`src/ccp_pwm_consts.vh`:
```
// Purpose: constants for the compare channel pwm block
// Assumes: word-indexed register port, 16-bit data, 25 MHz instruction clock
// Notes: register reset values are zero; the pin enable and the fault synchroniser reset high
`ifndef CCP_PWM_CONSTS_VH
`define CCP_PWM_CONSTS_VH

`define CCP_AW 4
`define CCP_DW 16

// register indices on the plain register port
`define CCP_ADDR_CTRL 4'h0
`define CCP_ADDR_MAIN 4'h1
`define CCP_ADDR_SEC 4'h2
`define CCP_ADDR_TA_CON 4'h3
`define CCP_ADDR_TA_PER 4'h4
`define CCP_ADDR_TA_CNT 4'h5
`define CCP_ADDR_TB_CON 4'h6
`define CCP_ADDR_TB_PER 4'h7
`define CCP_ADDR_TB_CNT 4'h8
`define CCP_ADDR_IFLG 4'h9
`define CCP_ADDR_IEN 4'hA

// channel control register fields
`define CCP_CTRL_MODE_HI 2
`define CCP_CTRL_TSEL 3
`define CCP_CTRL_FAULT 4
`define CCP_CTRL_SIDL 13

// timer control register fields
`define CCP_TCON_ON 15
`define CCP_TCON_SIDL 13
`define CCP_TCON_PS_HI 5
`define CCP_TCON_PS_LO 4

// interrupt flag / enable bit positions
`define CCP_IRQ_CMP 0
`define CCP_IRQ_TA 1
`define CCP_IRQ_TB 2

// channel modes
`define CCP_MODE_OFF 3'h0
`define CCP_MODE_LOW 3'h1
`define CCP_MODE_HIGH 3'h2
`define CCP_MODE_TOGGLE 3'h3
`define CCP_MODE_SINGLE 3'h4
`define CCP_MODE_CONT 3'h5
`define CCP_MODE_PWM 3'h6
`define CCP_MODE_PWM_FLT 3'h7

// timing: one timer increment per prescale count of instruction cycles, four oscillator periods each
`define CCP_OSC_PER_INSTR 4
`define CCP_CLK_NS 40

`define CCP_RST_WORD 16'h0000
`define CCP_DUTY_ZERO 16'h0000

`endif

```
`src/ccp_pwm_channel.v`:
```
// Purpose: one output compare channel with simple pwm, fault trip and two time bases
// Assumes: mclk_in is the instruction clock; sleep/idle come from the same clock domain
// Notes: read data appear the cycle after the read strobe; unmapped reads give zero
//
// The implementer's own choices: the register offsets and the address-and-strobe port.
`timescale 1ns/1ns
`include "ccp_pwm_consts.vh"

// Behaviour
// - mode 110 or 111 selects pwm; 111 also arms fault protection.
// - in pwm the main duty latch ignores software writes; secondary latch takes them.
// - in mode 111 a low fault input releases the output pin.
// - a fault trip sets the fault flag at control bit 4.
// - tripped state lasts until fault input is high and a pwm mode is rewritten.
// - period is (period register + 1) times prescale instruction cycles.
// - on the increment after count equals period, clear count and set pin.
// - at that rollover the secondary duty moves into the main duty latch.
// - at that rollover the selected timer's interrupt flag is set.
// - a latched duty of zero keeps the pin low all period.
// - a duty above the period keeps the pin high all period.
// - during sleep the pin holds its level from before sleep.
// - after wake the channel carries on from its retained state.
// - in idle the channel runs only if neither it nor its timer stops.
// - compare events in modes 001 to 101 set the compare flag; request needs its enable.
// - interrupt flags stay set until software clears them.
// - pwm never sets the compare flag; it uses the timer flag only.
// - timer select bit 3 picks time base b; clear picks time base a.
module ccp_pwm_channel (
  input wire mclk_in,
  input wire nrst_in,
  input wire [`CCP_AW-1:0] addr_in,
  input wire [`CCP_DW-1:0] wdata_in,
  input wire wr_in,
  input wire rd_in,
  input wire sleep_in,
  input wire idle_in,
  input wire fault_n_in,
  output reg [`CCP_DW-1:0] rdata_out,
  output reg pin_out,
  output reg pin_oe_out,
  output reg irq_out
);

  reg [15:0] ctrl_ff;
  reg [15:0] main_ff;
  reg [15:0] sec_ff;
  reg [15:0] tcon_ff [0:1];
  reg [15:0] tper_ff [0:1];
  reg [15:0] tcnt_ff [0:1];
  reg [7:0] pscnt_ff [0:1];
  reg [2:0] iflg_ff;
  reg [2:0] ien_ff;
  reg flt_s1_ff;
  reg flt_s2_ff;
  reg rearm_ff;
  reg [2:0] nxt_iflg;
  reg [15:0] nxt_rdata;
  integer i;

  // prescale 1, 8, 64, 256 as a terminal count
  function [7:0] ps_limit;
    input [1:0] sel;
    begin
      case (sel)
        2'h0: ps_limit = 8'h00;
        2'h1: ps_limit = 8'h07;
        2'h2: ps_limit = 8'h3F;
        default: ps_limit = 8'hFF;
      endcase
    end
  endfunction

  // register index of field k of time base t
  function [3:0] t_addr;
    input t;
    input [1:0] k;
    begin
      t_addr = t ? (`CCP_ADDR_TB_CON + {2'h0, k}) : (`CCP_ADDR_TA_CON + {2'h0, k});
    end
  endfunction

  // either pwm mode; serves the live mode and a mode being written
  function is_pwm;
    input [2:0] m;
    begin
      is_pwm = (m == `CCP_MODE_PWM) || (m == `CCP_MODE_PWM_FLT);
    end
  endfunction

  wire [2:0] mode = ctrl_ff[`CCP_CTRL_MODE_HI:0];
  wire pwm_mode = is_pwm(mode);
  wire tsel = ctrl_ff[`CCP_CTRL_TSEL];
  wire fault_flag = ctrl_ff[`CCP_CTRL_FAULT];

  // time base run: on, not asleep, not stopped by idle
  wire [1:0] t_run;
  wire [1:0] t_tick;
  wire [1:0] t_roll;
  assign t_run[0] = tcon_ff[0][`CCP_TCON_ON] && !sleep_in
                    && !(idle_in && tcon_ff[0][`CCP_TCON_SIDL]);
  assign t_run[1] = tcon_ff[1][`CCP_TCON_ON] && !sleep_in
                    && !(idle_in && tcon_ff[1][`CCP_TCON_SIDL]);
  // one increment per prescale count of instruction cycles
  assign t_tick[0] = t_run[0]
    && (pscnt_ff[0] == ps_limit(tcon_ff[0][`CCP_TCON_PS_HI:`CCP_TCON_PS_LO]));
  assign t_tick[1] = t_run[1]
    && (pscnt_ff[1] == ps_limit(tcon_ff[1][`CCP_TCON_PS_HI:`CCP_TCON_PS_LO]));
  assign t_roll[0] = t_tick[0] && (tcnt_ff[0] == tper_ff[0]);
  assign t_roll[1] = t_tick[1] && (tcnt_ff[1] == tper_ff[1]);

  // selected time base
  wire s_tick = (tsel ? t_tick[1] : t_tick[0]);
  wire s_roll = (tsel ? t_roll[1] : t_roll[0]);
  wire [15:0] s_cnt = tsel ? tcnt_ff[1] : tcnt_ff[0];
  wire [15:0] s_next = s_roll ? 16'h0000 : s_cnt + 16'h0001;

  // channel stops in idle on its own bit or when its time base stops
  wire ch_run = !sleep_in && !(idle_in && ctrl_ff[`CCP_CTRL_SIDL]);
  wire ev_tick = ch_run && s_tick;
  wire ev_roll = ch_run && s_roll;
  wire ev_match = ev_tick && (s_next == main_ff);

  wire fault_now = (mode == `CCP_MODE_PWM_FLT) && !flt_s2_ff;
  wire ctrl_wr = wr_in && (addr_in == `CCP_ADDR_CTRL);

  // flags: hardware set wins over a software clear in the same cycle
  always @* begin
    nxt_iflg = iflg_ff;
    if (wr_in && addr_in == `CCP_ADDR_IFLG) begin
      nxt_iflg = iflg_ff & ~wdata_in[2:0];
    end
    if (ev_match && !pwm_mode && mode != `CCP_MODE_OFF) begin
      nxt_iflg[`CCP_IRQ_CMP] = 1'b1;
    end
    if (t_roll[0]) begin
      nxt_iflg[`CCP_IRQ_TA] = 1'b1;
    end
    if (t_roll[1]) begin
      nxt_iflg[`CCP_IRQ_TB] = 1'b1;
    end
  end

  always @* begin
    case (addr_in)
      `CCP_ADDR_CTRL: nxt_rdata = ctrl_ff;
      `CCP_ADDR_MAIN: nxt_rdata = main_ff;
      `CCP_ADDR_SEC: nxt_rdata = sec_ff;
      `CCP_ADDR_TA_CON: nxt_rdata = tcon_ff[0];
      `CCP_ADDR_TA_PER: nxt_rdata = tper_ff[0];
      `CCP_ADDR_TA_CNT: nxt_rdata = tcnt_ff[0];
      `CCP_ADDR_TB_CON: nxt_rdata = tcon_ff[1];
      `CCP_ADDR_TB_PER: nxt_rdata = tper_ff[1];
      `CCP_ADDR_TB_CNT: nxt_rdata = tcnt_ff[1];
      `CCP_ADDR_IFLG: nxt_rdata = {13'h0000, iflg_ff};
      `CCP_ADDR_IEN: nxt_rdata = {13'h0000, ien_ff};
      default: nxt_rdata = `CCP_RST_WORD;
    endcase
  end

  always @(posedge mclk_in) begin
    if (!nrst_in) begin
      flt_s1_ff <= 1'b1;
      flt_s2_ff <= 1'b1;
    end else begin
      flt_s1_ff <= fault_n_in;
      flt_s2_ff <= flt_s1_ff;
    end
  end

  // time bases
  always @(posedge mclk_in) begin
    if (!nrst_in) begin
      for (i = 0; i < 2; i = i + 1) begin
        tcon_ff[i] <= `CCP_RST_WORD;
        tper_ff[i] <= `CCP_RST_WORD;
        tcnt_ff[i] <= `CCP_RST_WORD;
        pscnt_ff[i] <= 8'h00;
      end
    end else begin
      for (i = 0; i < 2; i = i + 1) begin
        if (t_tick[i]) begin
          pscnt_ff[i] <= 8'h00;
        end else if (t_run[i]) begin
          pscnt_ff[i] <= pscnt_ff[i] + 8'h01;
        end
        if (wr_in && addr_in == t_addr(i[0], 2'h2)) begin
          tcnt_ff[i] <= wdata_in;
        end else if (t_roll[i]) begin
          tcnt_ff[i] <= 16'h0000;
        end else if (t_tick[i]) begin
          tcnt_ff[i] <= tcnt_ff[i] + 16'h0001;
        end
        if (wr_in && addr_in == t_addr(i[0], 2'h0)) begin
          tcon_ff[i] <= wdata_in;
          pscnt_ff[i] <= 8'h00;
        end
        if (wr_in && addr_in == t_addr(i[0], 2'h1)) begin
          tper_ff[i] <= wdata_in;
        end
      end
    end
  end

  // channel, registers and pin
  always @(posedge mclk_in) begin
    if (!nrst_in) begin
      ctrl_ff <= `CCP_RST_WORD;
      main_ff <= `CCP_RST_WORD;
      sec_ff <= `CCP_RST_WORD;
      iflg_ff <= 3'h0;
      ien_ff <= 3'h0;
      rearm_ff <= 1'b0;
      rdata_out <= `CCP_RST_WORD;
      pin_out <= 1'b0;
      pin_oe_out <= 1'b1;
      irq_out <= 1'b0;
    end else begin
      iflg_ff <= nxt_iflg;
      irq_out <= |(nxt_iflg & ien_ff);
      if (rd_in) begin
        rdata_out <= nxt_rdata;
      end
      if (wr_in && addr_in == `CCP_ADDR_IEN) begin
        ien_ff <= wdata_in[2:0];
      end
      if (wr_in && addr_in == `CCP_ADDR_SEC) begin
        sec_ff <= wdata_in;
      end
      // main duty is read-only while in pwm so a period never glitches
      if (wr_in && addr_in == `CCP_ADDR_MAIN && !pwm_mode) begin
        main_ff <= wdata_in;
      end
      if (ctrl_wr) begin
        ctrl_ff[15:0] <= {2'h0, wdata_in[`CCP_CTRL_SIDL], 8'h00, ctrl_ff[`CCP_CTRL_FAULT],
                          wdata_in[`CCP_CTRL_TSEL:0]};
      end
      // fault trip; release needs both a high input and a mode rewrite
      if (fault_now) begin
        ctrl_ff[`CCP_CTRL_FAULT] <= 1'b1;
        rearm_ff <= 1'b0;
        pin_oe_out <= 1'b0;
      end else if (fault_flag) begin
        // the mode being written counts, not the one it replaces
        if (ctrl_wr && is_pwm(wdata_in[`CCP_CTRL_MODE_HI:0])) begin
          rearm_ff <= 1'b1;
        end
        if (rearm_ff && flt_s2_ff) begin
          ctrl_ff[`CCP_CTRL_FAULT] <= 1'b0;
          pin_oe_out <= 1'b1;
        end
      end else begin
        pin_oe_out <= 1'b1;
      end
      // pin only moves on channel events, so sleep simply holds it
      if (pwm_mode) begin
        if (ev_roll) begin
          main_ff <= sec_ff;
          pin_out <= (sec_ff != `CCP_DUTY_ZERO);
        end else if (ev_match) begin
          pin_out <= 1'b0;
        end
      end else if (ev_match) begin
        case (mode)
          `CCP_MODE_LOW: pin_out <= 1'b0;
          `CCP_MODE_HIGH: pin_out <= 1'b1;
          `CCP_MODE_TOGGLE: pin_out <= ~pin_out;
          default: pin_out <= pin_out;
        endcase
      end
    end
  end

endmodule

```
`config.mk`:
```
export PLATFORM = sky130hd
export DESIGN_NAME = ccp_pwm_channel
export DESIGN_NICKNAME = d
export VERILOG_FILES = /design/src/ccp_pwm_channel.v
export VERILOG_INCLUDE_DIRS = /design/src /design/src/src
export SDC_FILE = /design/constraint.sdc
export NUM_CORES = 1
export LEC_CHECK = 0
export ABC_AREA = 1
export BUFFER_PORTS_ARGS = -buffer_cell sky130_fd_sc_hd__buf_4
export CORE_MARGIN = 3
export CORE_UTILIZATION = 25
export CTS_CLUSTER_SIZE = 40
export DETAILED_ROUTE_END_ITERATION = 10
export PLACE_DENSITY_LB_ADDON = 0.2
export REMOVE_ABC_BUFFERS = 1
export SLEW_MARGIN = 5
export SYNTH_ARGS = -nofsm -noshare
export SYNTH_HDL_FRONTEND = slang
export SYNTH_SLANG_ARGS = --single-unit
```
`constraint.sdc`:
```
create_clock -name mclk_in -period 2.92 [get_ports mclk_in]
set_input_delay 0.146 -clock mclk_in [delete_from_list [all_inputs] [get_ports mclk_in]]
set_output_delay 0.146 -clock mclk_in [all_outputs]
set_load 0.01 [all_outputs]
```
# Word-level counts from Yosys, hierarchy flattened
# Memories as Yosys holds them, arrays and structs flattened.
# Index checks and enable logic that the tools add are counted.
# totals
ff_bits,66
ramBits,112
in_bits,27
out_inout_bits,19
wordCells,212
n_memories,4
# op_classes
add_sub_neg,5
n_eq_ne,27
mux,90
bitwise,21
reduce_logical,52
# mem_list
name,depth,width,read_ports,rd_ports_with_merged_regs,wr,line_no,text
tcnt_ff,2,16,2,0,2,ccp_pwm_channel.v:49,reg [15:0] tcnt_ff [0:1];
tcon_ff,2,16,2,0,2,ccp_pwm_channel.v:47,reg [15:0] tcon_ff [0:1];
tper_ff,2,16,2,0,2,ccp_pwm_channel.v:48,reg [15:0] tper_ff [0:1];
pscnt_ff,2,8,2,0,2,ccp_pwm_channel.v:50,reg [7:0] pscnt_ff [0:1];
# ops
cell,n
16-bit 2-to-1 mux,15
16-bit one-hot mux with 11 select lines,1
1-bit 2-to-1 mux,64
"16-bit by 1-bit adder with 16-bit output, second input constant",3
16-bit equality test,3
8-bit 2-to-1 mux,6
8-bit one-hot mux with 3 select lines,2
1-bit logical AND,32
"8-bit by 1-bit adder with 8-bit output, second input constant",2
"4-bit by 3-bit equality test with 1-bit output, second input constant",4
8-bit equality test,2
1-bit OR,16
16-bit nonzero test,1
"3-bit equality test, second input constant",4
"4-bit equality test, second input constant",3
"4-bit by 2-bit equality test with 1-bit output, second input constant",2
3-bit bitwise AND,2
"3-bit by 2-bit equality test with 1-bit output, second input constant",2
1-bit logical NOT,6
"2-bit by 1-bit equality test with 1-bit output, second input constant",2
"2-bit equality test, second input constant",2
"4-bit by 1-bit equality test with 1-bit output, second input constant",1
2-bit logical NOT,2
4-bit logical NOT,1
other kinds (14),17

# Logic depth before layout (Yosys ltp)
# Gate-level depths: netlist (run 1).
# An unclocked memory read counts as a cell.
# depth
ltp_word,15
mapped_depth,23

# Least setup slack after synthesis (run 1)
# OpenSTA, ideal clock, no wires.
# synth_timing
kind,in2reg
startpoint,in addr_in[2]
endpoint,"mem tper_ff[1][0] (netlist: tper_ff[0][16]), enable pin"
arrival_time_ns,2.193
required_time_ns,2.509
setup_slack_ns,0.315
path_stages,6
path_buffers,0
cell_sequence,inv_1 > nor2_1 > inv_1 > nor2_1 > clkinv_1 > o21ai_0
# synth_lines
item,line_no,text
"start, declared",ccp_pwm_channel.v:31,"input wire [`CCP_AW-1:0] addr_in,"
"end, declared",ccp_pwm_channel.v:48,

# Final worst setup path (run 1)
# layout_timing
startpoint,reg ctrl_ff[3]
endpoint,reg irq_out
# layout_between
elab_chain_len,10
# layout_rtl
item,line_no,text
"start, declared",ccp_pwm_channel.v:44,reg [15:0] ctrl_ff;
"start signal, assigned",ccp_pwm_channel.v:207,ctrl_ff <= `CCP_RST_WORD;
"start signal, assigned",ccp_pwm_channel.v:234,"ctrl_ff[15:0] <= {2'h0, wdata_in[`CCP_CTRL_SIDL], 8'h00, ctrl_ff[`CCP_CTRL_FAULT],"
16-bit 2-to-1 mux,ccp_pwm_channel.v:114,wire [15:0] s_cnt = tsel ? tcnt_ff[1] : tcnt_ff[0];
16-bit by 1-bit adder with 16-bit output,ccp_pwm_channel.v:115,wire [15:0] s_next = s_roll ? 16'h0000 : s_cnt + 16'h0001;
16-bit 2-to-1 mux,ccp_pwm_channel.v:115,
16-bit equality test,ccp_pwm_channel.v:121,wire ev_match = ev_tick && (s_next == main_ff);
1-bit logical AND (*),ccp_pwm_channel.v:121,
1-bit logical AND (*),ccp_pwm_channel.v:132,if (ev_match && !pwm_mode && mode != `CCP_MODE_OFF) begin
1-bit logical AND (no source line) (*),n/a,
1-bit 2-to-1 mux (*),ccp_pwm_channel.v:132,
3-bit bitwise AND (*),ccp_pwm_channel.v:219,irq_out <= |(nxt_iflg & ien_ff);
3-bit OR reduction (*),ccp_pwm_channel.v:219,
"end signal, assigned",ccp_pwm_channel.v:219,
"end, declared",ccp_pwm_channel.v:41,output reg irq_out
# Every way passes the cells marked *; elsewhere a longest branch is shown, timed or not.
# A chain may end at the register's enable or synchronous reset.

==> flow_summary_export.csv, run 1 <==
group,metric,value,unit
setup_path,arrival,3.13,ns
yosys,netlist_area,10100,sq um
setup_path,r2r-end,"irq_out",
yosys,synth.area.top_cells,"edfxtp_1 (33%), dfxtp_1 (13%), nand2_1 (12%)",
setup_path,required,3.32,ns
sta,finalSetupTns,0,ns
setup_path,reg2regPathDepth,19,
grt,track_usage,17.2,%
sta,hold_viol,0,
sta,fin_crit,2.72,ns
drt,drtIter0Drc,864,
setup_path,slowest_delay,0.44,ns
floorplanning,coreArea,39800,sq um
yosys,synthFlopType,"edfxtp_1",
run,max-cap-violations,0,
floorplanning,rows,73,
sta,timing.fmax,367,MHz
setup_path,worstSetupPathType,"flip-flop to flip-flop",
drt,drt_wl_total,37.3,mm
place,io_buffer_count,45,
yosys,syn_avg_cell_area,7.78,sq um
sta,finClkSkew,0.0195,ns
yosys,synthCells,1300,
setup_path,cp_max_fo,15,
setup_path,start_kind,"flip-flop",
drt,vias,9281,
drt,drt_drc_violations_left,0,
final_layout,diodes,0,
floorplanning,initial_utilization,25.4,%
yosys,yosysTopAreaCell,"edfxtp_1",
clocking,cts.clk_slew.worst_paths,0.08,ns
yosys,ys_seq_area_share,46.3,%
power,p_comb_share,11.6,%
floorplanning,die_h,207,microns
drt,firstDrtPassIters,7,
setup_path,ff2ff_setup_slack,0.20,ns
yosys,synth_top_area_share,33.3,%
worst_hold_path,hold_depth,3,
place,gp_congestion,0.918,
final_layout,nets,1417,
power,total_power,5.74,mW
power,p_leak,4.68,nW
sta,relSlewSlack,45.1,%
sta,fin_ws,0.196,ns
power,ir_drop,0.452,mV
drt,ant_nets,0,
yosys,synth.distinct_cells,51,
grt,grt_pass1_vias,8924,
yosys,async_reset_ff_share,0,%
worst_hold_path,min_from,"wdata_in[10]",
setup_path,critPathSlowestCell,"dfxtp_4",
worst_hold_path,holdPathEnd,"tcnt_ff[1][10]",
power,power_switching,1.62,mW
floorplanning,die-width,207,microns
power,p_sw_share,28.3,%
clocking,clk_path_buf_depth,2,
power,p_int,4.11,mW
sta,finalSetupViolations,0,
run_status,status,"finished clean",
clocking,cts_tree,"built",
place,dp_hpwl,28.9,mm
clocking,cts_max_level,4,
clocking,clkSinkCount,178,
grt,grt_overflow_total,0,
setup_path,crit_top_cell,"nand2_1",
yosys,synth.most_common_cell,"nand2_1",
worst_hold_path,hold_path_class,"input pin to flip-flop",
yosys,yosysWarnings,0,
clocking,root_buffer,"clkbuf_16",
sta,slew_viol_final,0,
floorplanning,ioPinCount,46,
grt,antenna_found_initial,0,
place,pre_cts_slack,-0.130,ns
final_layout,syn_to_final_growth,18.8,%
floorplanning,fp.dieArea,42900,sq um
grt,grt_max_degree,42,
power,seq_power_share,50.2,%
clocking,cts_made_buffers,17,
final_layout,finalNonFillerCells,1923,
yosys,ys_ff_latch,178,
setup_path,r2r-start,"ctrl_ff[3]",
place,post-place-cells,1881,
sta,finalCritPeriodShare,93.3,%
yosys,synth_edf_count,112,
drt,drt-wirelength-per-cell,19.4,microns
final_layout,drive_above_1_share,13.6,%
yosys,ys_top_cells_by_count,"nand2_1 (334), inv_1 (144), nor2_1 (131)",
final_layout,n_fill_cell,4400,
clocking,clock_latency,0.46,ns
setup_path,crit_path_end_kind,"flip-flop",
power,p_per_area,477,nW/um^2
setup_path,path_cells,"buf_12 > o21ai_1 > nor2_2 > nand2_1 > nor2_1 > nand2_1 > nand2_1 > nand2_1 > inv_2 > nand3_1 > nand2_1 > nand2_1 > nor2_1 > nand3_1 > nor2_1 > nand3_1 > nand2_1 > nand3_1 > nand2_1",
grt,grt_pass1_wl,55.9,mm
sta,worst_pin_slew,0.820,ns
drt,via_per_inst,4.83,
power,clkPwrFrac,38.2,%
logic make-up after synthesis:
family	Yosys count	synth area share, %
compound gates	275	15.3
xor+xnor	50	4.40
fa+ha+maj	5	0.619
buf+inv	202	8.05
flops	178	46.3
simple gates	590	25.3
worst max-delay path: cells and delay by family, from the launching register on:
| kind | cells | cell delay (ns) |
|---|---|---|
| compound gates | 1 | 0.23 |
| buf+inv | 2 | 0.24 |
| flops | 1 | 0.44 |
| simple gates | 16 | 1.74 |
placed cells by master (no fill, tap or decap), drive strengths merged, types with 3 or more instances in the layout:
cell | synthesis | routed
nor3 | 12 | 12
xor2 | 26 | 26
clkinv | 4 | 9
xnor2 | 24 | 24
edfxtp | 112 | 112
a21oi | 92 | 92
nor4 | 5 | 5
buf | 13 | 105
nand3 | 60 | 60
o31ai | 5 | 5
nor2 | 136 | 136
o21ai | 125 | 125
dfxtp | 66 | 66
nand3b | 6 | 6
clkinvlp | 0 | 3
clkbuf | 29 | 20
o2111ai | 4 | 4
o22ai | 19 | 19
a221oi | 19 | 19
ha | 5 | 5
or2 | 4 | 4
inv | 156 | 161
nand4 | 21 | 21
nand2 | 343 | 343
o221ai | 3 | 3
stage by stage:
| stage | hold WS [ns] | utilization [%] | instance area, sq um |
|---|---|---|---|
| 2_1_floorplan | 0.253 | - | 9900 |
| 3_3_place_gp | 0.334 | 28.4 | 11300 |
| 3_5_place_dp | 0.337 | 28.4 | 11300 |
| 4_1_cts | 0.00228 | 29.8 | 11900 |
| 5_1_grt | 0.0172 | 30.2 | 12000 |
| 6_report | 0.0301 | 30.2 | 12000 |
area by class of cell:
class | count | area (sq um) | area share (%)
clock inverters | 13 | 103 | 0.854
inverters | 160 | 603 | 5.02
multi-input cells | 920 | 4680 | 38.9
well taps | 525 | 657 | 5.47
clock buffers | 19 | 433 | 3.60
flip-flops and latches | 178 | 4690 | 39.0
repair buffers | 108 | 858 | 7.14
worst max path at each step:
stage / start / to / slack [ns] / cells after the start
floorplan: ctrl_ff[3] / pin_out / 0.004 / 19
global placement: tcnt_ff[1][0] / irq_out / -0.10 / 18
detailed placement: tcnt_ff[1][2] / irq_out / -0.13 / 17
CTS: tcnt_ff[1][2] / irq_out / 0.05 / 17
global route: tcon_ff[0][5] / pin_out / -0.03 / 18
finish: ctrl_ff[3] / irq_out / 0.20 / 19
per-layer routing:
| metal | global-route usage (%) | part of all wire (%) | vias up |
|---|---|---|---|
| met4 | 6.37 | 3.0 | 0 |
| met2 | 27.4 | 45 | 288 |
| li1 | - | - | 4527 |
| met1 | 23.4 | 46 | 4412 |
| met5 | 0 | 0 | - |
| met3 | 3.09 | 5.5 | 54 |
flip-flops by register name (all words and copies together), names as in the netlist:
| register | count |
|---|---|
| rearm_ff | 1 |
| flt_s2_ff | 1 |
| tcnt_ff | 32 |
| pin_out | 1 |
| flt_s1_ff | 1 |
| sec_ff | 16 |
| rdata_out | 16 |
| tper_ff | 32 |
| iflg_ff | 3 |
| pscnt_ff | 16 |
| tcon_ff | 32 |
| pin_oe_out | 1 |
| main_ff | 16 |
| irq_out | 1 |
| ctrl_ff | 6 |
| ien_ff | 3 |
what timing repair did:
action	CTS	global route
hold buffers	2	0
resized for setup	2	19
setup buffers	0	7
setup endpoints to repair	3	3
cloned	0	1
hold endpoints to repair	2	0
pin swaps	0	2
power groups by stage:
stage | logic, mW | registers (mW) | clock network (mW)
floorplan | 0.349 | 2.92 | 0
global placement | 0.650 | 2.94 | 0
detailed placement | 0.646 | 2.94 | 0
CTS | 0.651 | 2.88 | 2.25
global route | 0.730 | 2.90 | 2.35
finish | 0.664 | 2.88 | 2.19
Power figures use the tool's default switching activity.
==> inputs of run 2 (changes only) <==
- CORE_MARGIN: 3 -> unset
==> flow_summary_export.csv, run 2 (same netlist as run 1, synthesis figures left out) <==
group,metric,value,unit
floorplanning,die-width,203,microns
clocking,cts_made_buffers,17,
floorplanning,initial_utilization,25.4,%
place,io_buffer_count,45,
grt,grt_overflow_total,0,
floorplanning,rows,73,
clocking,clock_latency,0.46,ns
final_layout,layout_common_cells,"nand2_1 (332), inv_1 (143), nor2_1 (124)",
clocking,cts.clk_slew.worst_paths,0.07,ns
power,p_sw_share,26.1,%
grt,grt.busiest_layer,"met2",
floorplanning,ioPinCount,46,
setup_path,worstSetupPathType,"flip-flop to flip-flop",
grt,grtUsageMet2,29.5,%
final_layout,diodes,0,
floorplanning,coreArea,39800,sq um
setup_path,slowest_delay,0.39,ns
setup_path,cp_max_fo,5,
grt,grt_pass1_vias,8950,
power,total_power,6.27,mW
place,dp_hpwl,29.0,mm
power,p_leak,4.79,nW
place,post-place-cells,1884,
sta,slew_viol_final,0,
drt,drtIter0Drc,650,
setup_path,path_cells,"buf_4 > inv_2 > nor3_2 > nand3_1 > nor4_2 > nand2_1 > nor2_1 > inv_2 > nor4_2 > nand3_1 > xor2_1 > o21ai_1",
final_layout,syn_to_final_growth,20.6,%
run_status,status,"finished clean",
sta,relSlewSlack,51.4,%
final_layout,top_regs,"tcnt_ff: 32 flops, tcon_ff: 32 flops, tper_ff: 32 flops",
sta,finalCritPeriodShare,91.6,%
clocking,clk_path_buf_depth,2,
clocking,cts_max_level,4,
grt,global_route.usage.met3,3.21,%
floorplanning,fp.dieArea,41300,sq um
sta,worst_pin_slew,0.727,ns
grt,grt_use_met1,25.1,%
grt,grt_pass1_wl,56.0,mm
power,power_switching,1.64,mW
clocking,clkSinkCount,178,
grt,antenna_found_initial,0,
clocking,root_buffer,"clkbuf_16",
grt,grt_max_degree,42,
power,p_per_area,514,nW/um^2
sta,timing.fmax,374,MHz
drt,drt-wirelength-per-cell,19.5,microns
drt,ant_nets,0,
sta,hold_viol,0,
drt,firstDrtPassIters,5,
run,max-cap-violations,0,
floorplanning,die_h,203,microns
setup_path,required,3.13,ns
setup_path,critPathSlowestCell,"edfxtp_1",
power,clkPwrFrac,43.4,%
clocking,cts_tree,"built",
final_layout,fin_util,30.6,%
sta,finClkSkew,0.0168,ns
sta,fin_crit,2.68,ns
power,p_comb_share,10.7,%
power,p_int,4.63,mW
drt,via_per_inst,4.78,
final_layout,mostFrequentLayoutCell,"nand2_1",
power,ir_drop,0.390,mV
final_layout,nets,1422,
setup_path,start_kind,"flip-flop",
drt,vias,9212,
drt,drt_wl_total,37.6,mm
setup_path,arrival,2.89,ns
drt,drt_drc_violations_left,0,
worst_hold_path,hold_path_class,"input pin to flip-flop",
grt,track_usage,18.6,%
final_layout,n_fill_cell,4325,
power,seq_power_share,45.9,%
place,gp_congestion,0.915,
setup_path,crit_path_end_kind,"flip-flop",
final_layout,drive_above_1_share,14.0,%
sta,finalSetupViolations,0,
final_layout,finalNonFillerCells,1928,
==> run 2: cell types whose count changed in the layout (fill, tap and decap cells not counted), sizes merged <==
cell,change
inv,-1
clkinvlp,-2
clkbuf,-1
clkinv,-2
dlygate4sd3,+2
buf,+3
bufinv,+6
==> run 2: worst paths after layout <==
path | startpoint | end | slack, ns | depth (start not counted)
setup / recovery | tcnt_ff[1][2] | tcnt_ff[1][15] | 0.24 | 12
hold / removal | wdata_in[15] | tcnt_ff[1][15] | 0.02 | 3
setup reg to reg | tcnt_ff[1][2] | tcnt_ff[1][15] | 0.24 | 12
hold reg to reg | flt_s1_ff | flt_s2_ff | 0.41 | 1
==> run 2: final cells by class <==
type                       instances  area, sq um  area share (%)
tap                              525          657            5.38
inverter                         160          606            4.96
clock buffer                      18          429            3.52
timing repair buffer             113          913            7.49
multi-input combinational        920         4660            38.2
sequential                       178         4690            38.4
clock inverter                    14          248            2.03
==> run 2: what timing repair did <==
action | in CTS | in global routing
setup buffers | 0 | 7
endpoints found under the setup margin | 3 | 15
hold buffers | 4 | 0
gates cloned | 0 | 1
gates resized for setup | 1 | 19
hold endpoints to repair | 4 | 0
pin swaps | 0 | 5
==> run 2: power groups by stage <==
stage	clock network, mW	registers (mW)	logic [mW]
after floorplan	0	2.92	0.349
after global placement	0	2.94	0.661
after detailed placement	0	2.94	0.655
after CTS	2.78	2.88	0.662
after global routing	2.86	2.89	0.741
final	2.72	2.88	0.673
==> run 2: worst max-delay path: cells and delay by family (launching register included) <==
| family | cells | cell delay (ns) |
|---|---|---|
| AND/OR/NAND/NOR | 7 | 1.50 |
| flip-flops | 1 | 0.39 |
| buffers and inverters | 3 | 0.29 |
| XOR/XNOR | 1 | 0.18 |
| AO/OA/AOI/OAI | 1 | 0.07 |
==> run 2: metrics by stage <==
step | cell area (sq um) | setup WS [ns] | hold slack, ns | TNS [ns]
2_1_floorplan | 9900 | 0.00448 | 0.253 | 0
3_3_place_gp | 11400 | -0.110 | 0.332 | -0.210
3_5_place_dp | 11400 | -0.0813 | 0.337 | -0.140
4_1_cts | 12100 | 0.0104 | 0.00908 | 0
5_1_grt | 12200 | -0.0136 | 0.0295 | -0.0136
6_report | 12200 | 0.245 | 0.0231 | 0
==> run 2: metal layers <==
metal  part of all wire [%]  wire length (microns)  vias up
met2                     46                  17200      267
li1                       -                      -     4521
met5                      0                      0        -
met3                    4.9                   1860       34
met4                    2.9                   1100        0
met1                     46                  17500     4390
